<file path="src/bcdc_pkg.sv">
// How it works
// [RULE1] Binary add of operand lands in accumulator; matching correction becomes readable
// [RULE2] Adjusting add of correction leaves packed BCD in accumulator, decimal carry in flag
// [RULE3] Binary subtract lands in accumulator; matching correction becomes readable
// [RULE4] Adjusting subtract of correction leaves packed BCD and decimal borrow
// [RULE5] Correction read data is computed from present accumulator and flags, never latched; here it is sampled on the strobe and held between reads
// [RULE6] Core must issue the adjusting step directly after the binary step
// [RULE7] Interrupt handlers save accumulator; flags come back with the status word
// [RULE8] Low gets 6 when above 9 or aux carry; high when carry or accumulator above 99
// [RULE9] Correction value is eight bits, read only, undefined after reset
package bcdc_pkg;

  // ==========================================================================
  // Widths
  // ==========================================================================
  localparam int unsigned BCDC_DATA_W = 8;
  localparam int unsigned BCDC_NIB_W  = 4;

  // ==========================================================================
  // Decimal correction constants
  // ==========================================================================
  localparam logic [3:0] BCDC_NIB_MAX  = 4'h9;
  localparam logic [3:0] BCDC_NIB_FIX  = 4'h6;
  localparam logic [3:0] BCDC_NIB_ZERO = 4'h0;

  // ==========================================================================
  // Flag load layout and reset values
  // ==========================================================================
  localparam int unsigned BCDC_FLAG_CY_BIT = 0;
  localparam int unsigned BCDC_FLAG_AC_BIT = 1;
  localparam logic [7:0]  BCDC_ACC_RST     = 8'h00;
  localparam logic [7:0]  BCDC_RD_RST      = 8'h00;

  // ==========================================================================
  // Core operations
  // ==========================================================================
  typedef enum logic [2:0] {
    BCDC_OP_LOAD,
    BCDC_OP_ADD,
    BCDC_OP_SUB,
    BCDC_OP_ADJ_ADD,
    BCDC_OP_ADJ_SUB,
    BCDC_OP_FLAGS
  } bcdc_op_e;

endpackage

</file>
<file path="src/bcdc_core.sv">
`timescale 1ns/1ps
module bcdc_core
  import bcdc_pkg::*;
(
  input  wire logic                   CLOCK_I,
  input  wire logic                   RST_N_I,
  input  wire logic                   CE_I,
  input  wire logic                   OP_VALID_I,
  input  bcdc_op_e                    OP_CODE_I,
  input  wire logic [BCDC_DATA_W-1:0] OPERAND_I,
  input  wire logic                   RD_STB_I,
  output logic      [BCDC_DATA_W-1:0] ACC_O,
  output logic                        CARRY_FLAG_O,
  output logic                        AUX_CARRY_FLAG_O,
  output logic      [BCDC_DATA_W-1:0] RD_DATA_O,
  output logic                        RD_VALID_O
);

  // ==========================================================================
  // Live correction value
  // ==========================================================================
  logic [BCDC_DATA_W-1:0] acc_r;
  logic [BCDC_DATA_W-1:0] acc_nxt;
  logic                   carry_flag_r;
  logic                   carry_flag_nxt;
  logic                   aux_carry_flag_r;
  logic                   aux_carry_flag_nxt;
  logic [BCDC_DATA_W-1:0] bcd_correction_value;
  logic                   fix_hi_carry;

  // A low nibble past 9 under a high nibble of 9 overflows into it once fixed
  assign fix_hi_carry = carry_flag_r                                          // RULE8
    || ((acc_r[BCDC_DATA_W-1:BCDC_NIB_W] == BCDC_NIB_MAX)
    && (acc_r[BCDC_NIB_W-1:0] > BCDC_NIB_MAX));

  // Purely combinational so that a read always reflects the present state
  bcdc_nibble_fix u_fix_lo (                                                  // RULE5
    .nib_i   (acc_r[BCDC_NIB_W-1:0]),
    .carry_i (aux_carry_flag_r),
    .fix_o   (bcd_correction_value[BCDC_NIB_W-1:0])
  );

  bcdc_nibble_fix u_fix_hi (
    .nib_i   (acc_r[BCDC_DATA_W-1:BCDC_NIB_W]),
    .carry_i (fix_hi_carry),
    .fix_o   (bcd_correction_value[BCDC_DATA_W-1:BCDC_NIB_W])
  );

  // ==========================================================================
  // Accumulator and flags
  // ==========================================================================
  logic [BCDC_DATA_W:0] sum_w;
  logic [BCDC_NIB_W:0]  sum_lo;
  logic [BCDC_DATA_W:0] dif_w;
  logic [BCDC_NIB_W:0]  dif_lo;
  logic [BCDC_DATA_W-1:0] opnd;

  always_comb begin
    if (OP_CODE_I == BCDC_OP_ADJ_ADD || OP_CODE_I == BCDC_OP_ADJ_SUB) begin
      opnd = bcd_correction_value;
    end else begin
      opnd = OPERAND_I;
    end
    sum_w  = {1'b0, acc_r} + {1'b0, opnd};
    sum_lo = {1'b0, acc_r[BCDC_NIB_W-1:0]} + {1'b0, opnd[BCDC_NIB_W-1:0]};
    dif_w  = {1'b0, acc_r} - {1'b0, opnd};
    dif_lo = {1'b0, acc_r[BCDC_NIB_W-1:0]} - {1'b0, opnd[BCDC_NIB_W-1:0]};
  end

  always_comb begin
    acc_nxt            = acc_r;
    carry_flag_nxt     = carry_flag_r;
    aux_carry_flag_nxt = aux_carry_flag_r;
    if (OP_VALID_I) begin
      case (OP_CODE_I)
        BCDC_OP_LOAD: begin
          acc_nxt = OPERAND_I;
        end
        BCDC_OP_ADD: begin
          acc_nxt            = sum_w[BCDC_DATA_W-1:0];                        // RULE1
          carry_flag_nxt     = sum_w[BCDC_DATA_W];
          aux_carry_flag_nxt = sum_lo[BCDC_NIB_W];
        end
        BCDC_OP_SUB: begin
          acc_nxt            = dif_w[BCDC_DATA_W-1:0];                        // RULE3
          carry_flag_nxt     = dif_w[BCDC_DATA_W];
          aux_carry_flag_nxt = dif_lo[BCDC_NIB_W];
        end
        BCDC_OP_ADJ_ADD: begin
          // Decimal carry keeps the binary step's carry, or any new one
          acc_nxt            = sum_w[BCDC_DATA_W-1:0];                        // RULE2
          carry_flag_nxt     = carry_flag_r | sum_w[BCDC_DATA_W];             // RULE2
          aux_carry_flag_nxt = sum_lo[BCDC_NIB_W];
        end
        BCDC_OP_ADJ_SUB: begin
          acc_nxt            = dif_w[BCDC_DATA_W-1:0];                        // RULE4
          carry_flag_nxt     = carry_flag_r | dif_w[BCDC_DATA_W];             // RULE4
          aux_carry_flag_nxt = dif_lo[BCDC_NIB_W];
        end
        BCDC_OP_FLAGS: begin
          // Status word restore on interrupt return brings the flags back
          carry_flag_nxt     = OPERAND_I[BCDC_FLAG_CY_BIT];                   // RULE7
          aux_carry_flag_nxt = OPERAND_I[BCDC_FLAG_AC_BIT];
        end
        default: begin
          acc_nxt = acc_r;
        end
      endcase
    end
  end

  always_ff @(posedge CLOCK_I or negedge RST_N_I) begin
    if (!RST_N_I) begin
      acc_r            <= BCDC_ACC_RST;
      carry_flag_r     <= 1'b0;
      aux_carry_flag_r <= 1'b0;
    end else if (CE_I) begin
      acc_r            <= acc_nxt;
      carry_flag_r     <= carry_flag_nxt;
      aux_carry_flag_r <= aux_carry_flag_nxt;
    end
  end

  assign ACC_O            = acc_r;
  assign CARRY_FLAG_O     = carry_flag_r;
  assign AUX_CARRY_FLAG_O = aux_carry_flag_r;

  // ==========================================================================
  // Read port
  // ==========================================================================
  // Sampled on the strobe cycle only; the last sample is held between reads.
  // Content after reset is meaningless until state has been set.
  logic [BCDC_DATA_W-1:0] rd_data_r;
  logic [BCDC_DATA_W-1:0] rd_data_nxt;
  logic                   rd_valid_r;
  logic                   rd_valid_nxt;

  always_comb begin
    rd_valid_nxt = RD_STB_I;
    rd_data_nxt  = rd_data_r;
    if (RD_STB_I) begin
      rd_data_nxt = bcd_correction_value;                                     // RULE5
    end
  end

  always_ff @(posedge CLOCK_I or negedge RST_N_I) begin
    if (!RST_N_I) begin
      rd_data_r  <= BCDC_RD_RST;                                              // RULE9
      rd_valid_r <= 1'b0;
    end else if (CE_I) begin
      rd_data_r  <= rd_data_nxt;
      rd_valid_r <= rd_valid_nxt;
    end
  end

  assign RD_DATA_O  = rd_data_r;
  assign RD_VALID_O = rd_valid_r;

  // ==========================================================================
  // Checks
  // ==========================================================================
  function automatic logic [7:0] ref_fix(input logic [7:0] a, input logic cy, input logic ac);
    logic [3:0] hi;
    logic [3:0] lo;
    logic       over;
    over = (a[7:4] == BCDC_NIB_MAX) && (a[3:0] > BCDC_NIB_MAX);
    hi = ((a[7:4] > BCDC_NIB_MAX) || cy || over) ? BCDC_NIB_FIX : BCDC_NIB_ZERO;
    lo = ((a[3:0] > BCDC_NIB_MAX) || ac) ? BCDC_NIB_FIX : BCDC_NIB_ZERO;
    return {hi, lo};
  endfunction
endmodule

</file>
<file path="src/bcdc_nibble_fix.sv">
`timescale 1ns/1ps
module bcdc_nibble_fix
  import bcdc_pkg::*;
(
  input  wire logic [BCDC_NIB_W-1:0] nib_i,
  input  wire logic                  carry_i,
  output logic      [BCDC_NIB_W-1:0] fix_o
);

  always_comb begin
    if ((nib_i > BCDC_NIB_MAX) || carry_i) begin // RULE8
      fix_o = BCDC_NIB_FIX;
    end else begin
      fix_o = BCDC_NIB_ZERO;
    end
  end

endmodule

</file>
<file path="config.mk">
export PLATFORM = sky130hd
export DESIGN_NAME = bcdc_core
export DESIGN_NICKNAME = d
export VERILOG_FILES = /design/src/bcdc_pkg.sv /design/src/bcdc_core.sv /design/src/bcdc_nibble_fix.sv
export SDC_FILE = /design/constraint.sdc
export NUM_CORES = 1
export LEC_CHECK = 0
export ABC_AREA = 1
export BUFFER_PORTS_ARGS = -buffer_cell sky130_fd_sc_hd__clkbuf_2
export CAP_MARGIN = 20
export CORE_AREA = 2 2 54 76
export CTS_BUF_LIST = sky130_fd_sc_hd__clkbuf_8
export CTS_CLUSTER_DIAMETER = 60
export DETAILED_ROUTE_END_ITERATION = 10
export DIE_AREA = 0 0 56 78
export PLACE_DENSITY = 0.77
export SYNTH_ARGS = -nofsm -noshare
export SYNTH_HDL_FRONTEND = slang
export SYNTH_SLANG_ARGS = --single-unit
</file>
<file path="constraint.sdc">
create_clock -name CLOCK_I -period 2.59 [get_ports CLOCK_I]
set_clock_uncertainty 0.15 [all_clocks]
set_input_delay 0.259 -clock CLOCK_I [delete_from_list [all_inputs] [get_ports CLOCK_I]]
set_output_delay 0.259 -clock CLOCK_I [all_outputs]
set_load 0.1 [all_outputs]
</file>
==> impl_metrics.ini <==
[detailed_routing]
dr_total_vias = 2035
vias_per_cell = 5.384
first_pass_iters = 4
avgRoutedWirePerCell_um = 13.58
drt_iter0_markers = 81
route.detailed.drc = 0
drt-total-wl_um = 5135
route.antenna.remaining_nets = 0

[global_route]
gr-usage-all-layers_pct = 24.28
grt_max_degree = 14
met3_usage_pct = 3.833
antenna_found_initial = 0
grt.overflow.total = 0
grt_util_met2_pct = 43.88
grt_pass1_wl_um = 8535
busiest_layer = met2
grt_pass1_vias = 1877
use_met1_pct = 29.72

[sta]
slew_violations = 0
setup_viol = 0
tns_ps = 0
slew_headroom_pct = 64.26
setup_slack_ps = 70.17
hold_viol_final = 0
final.min_clock_period_ps = 2520
rsz0062_at_grt = yes
worst_pin_slew_ps = 532.0
fin_crit_sh_pct = 97.29
timing.fmax_mhz = 396.9

[floorplan]
chipHeight_um = 78
dieWidth_um = 56
ios = 35
rows = 26
core_um2 = 3643
initial_utilization_pct = 50.38
dieArea_um2 = 4368

[placed_design]
finalWeightedCongestion = 0.9183
port_buffers = 30
dpl_worst_slack_ps = -58.16
placed_area_um2 = 2091
hpwl_um = 4097

[finish]
multi_input_area_um2 = 1286
final_net_count = 375
area_growth_pct = 21.61
antenna_cells = 0
fill_cells = 317
regArea_um2 = 344.1
fin_area_um2 = 2232
utilization_pct = 61.26
drive_gt1_share_pct = 26.19

[yosys]
synthFlopType = dfrtp_1
avgSynthCellArea_um2 = 6.243
syn_area_um2 = 1836
ys_types = 31
synth_edf_count = 0
yosysWarnings = 0
async_flop_share_pct = 100.0
ys_seq_area_share_pct = 17.72
synthCells = 294
yosys_register_bits = 13

[clock_network]
cts.htree.levels = 1
clock-sinks = 13
root_buffer = clkbuf_8
clock_latency_ps = 240
cts.clk_slew.worst_paths_ps = 50
clockBufferDepth = 2
cts_tree = yes
cts_buffers = 3

[worst_setup_path]
crit_arrival_ps = 2550
critPathMaxFanout = 3
worstSetupPathType = flip-flop to flip-flop
worst_ep_required_time_ps = 2620
rrSetupSlack_ps = 70
cp-start-kind = flip-flop
setup.worst_path.end_class = flip-flop

[power]
vdd_drop_max_uv = 643.0
p_leak_nw = 1.276
powerDensity_nw_per_um2 = 916.0

[job]
maxCapViolCount = 0

[run_status]
status = completed

[hold_path]
hold_path.class = input port to flip-flop
## path summary, 6_finish.rpt
path	end	depth (start not counted)	start
hold / removal	RD_VALID_O	2	CE_I
setup reg to reg	CARRY_FLAG_O	19	ACC_O[1]
max in group asynchronous	ACC_O[3]	2	RST_N_I
hold reg to reg	CARRY_FLAG_O	2	CARRY_FLAG_O
setup / recovery	CARRY_FLAG_O	19	ACC_O[1]
min in group asynchronous	ACC_O[6]	2	RST_N_I
## where the power goes
part | switching, mW | total (mW) | internal (mW)
sequential | 0.0659 | 0.339 | 0.273
combinational | 1.12 | 1.53 | 0.412
clock | 0.0706 | 0.175 | 0.105
## cell families after synthesis
family	after synthesis	share of synthesized area [%]
AO/OA/AOI/OAI	46	13.97
XOR/XNOR	1	0.4773
adder cells (fa/ha/maj)	22	15.81
buffers and inverters	72	16.50
flip-flops	13	17.72
other	1	0.2043
AND/OR/NAND/NOR	139	35.31
## sequential cells by signal (all words and copies together), names as in the netlist
signal,cells
RD_VALID_O,1
RD_DATA_O,2
ACC_O,8
CARRY_FLAG_O,1
AUX_CARRY_FLAG_O,1
## repair_timing
action / CTS / global route
hold endpoints to repair: 13 / 0
hold buffers: 1 / 0
resized for setup: 3 / 16
pin swaps: 0 / 5
endpoints found under the setup margin: 2 / 5
setup buffers: 0 / 3
## per-layer routing
| metal | up-vias | part of all wire [%] |
|---|---|---|
| li1 | 1017 | - |
| met1 | 934 | 39 |
| met2 | 72 | 54 |
| met3 | 12 | 4.9 |
| met4 | 0 | 2.3 |
| met5 | - | 0 |
## final cells by class
cell class	count	share of cell area, %
multi-input combinational	212	57.62
sequential	13	15.41
timing repair buffer	46	12.22
inverter	61	10.37
tap	42	2.354
clock buffer	3	1.850
clock inverter	1	0.1682
## cell usage after synthesis, types with 3 or more instances
library cell  instances  share of area, %
o21ai_1               3              0.82
a31oi_1               5               1.7
nor2_1               14               2.9
o21ai_0              12               3.3
buf_4                 7               2.9
nand3_1              38                10
nand2_4               4               2.5
dfrtp_1              13                18
nand4_1               5               1.7
inv_1                57                12
a21oi_1              19               5.2
nor3_1                3              0.82
nand2_1              69                14
or2_2                 3               1.0
ha_1                 20                14
inv_2                 3              0.61
## cells in the final DEF (no fill, tap or decap), drive strengths merged
master and instances:
xnor2 1, a31oi 5, o21bai 1, a21o 2, ha 20, nor2 15, o211ai 1, dfrtp 13
nand4 5, nand3 39, fa 2, a21oi 19, clkbuf 33, o21ai 17, or2 3, buf 15
inv 62, nand2 74, dlygate4sd3 1, conb 4, nor3 3, o21a 1
## critical path, stage by stage, from the launching register on
cell	delay [ps]
dfrtp_4	490
o21ai_4	180
o211ai_1	110
nand2_1	130
nand3_2	130
o21ai_2	110
inv_1	90
ha_4	280
inv_1	60
nor2_2	100
inv_1	50
nor2_1	90
nand2_1	80
nand2_2	100
nand2_1	50
nand2_1	50
nand2_1	40
nand3_1	70
nand2_1	50
nand2_1	50
## through the flow
step | hold WS [ps] | instances | power, mW
after CTS | 103.3 | 375 | 1.978
after floorplan | -186.6 | 297 | 1.517
final | 108.3 | 378 | 2.045
after global routing | 135.7 | 378 | 2.205
after detailed placement | 24.14 | 370 | 1.782
after global placement | 19.91 | 370 | 1.767
Power figures use the tool's default switching activity.
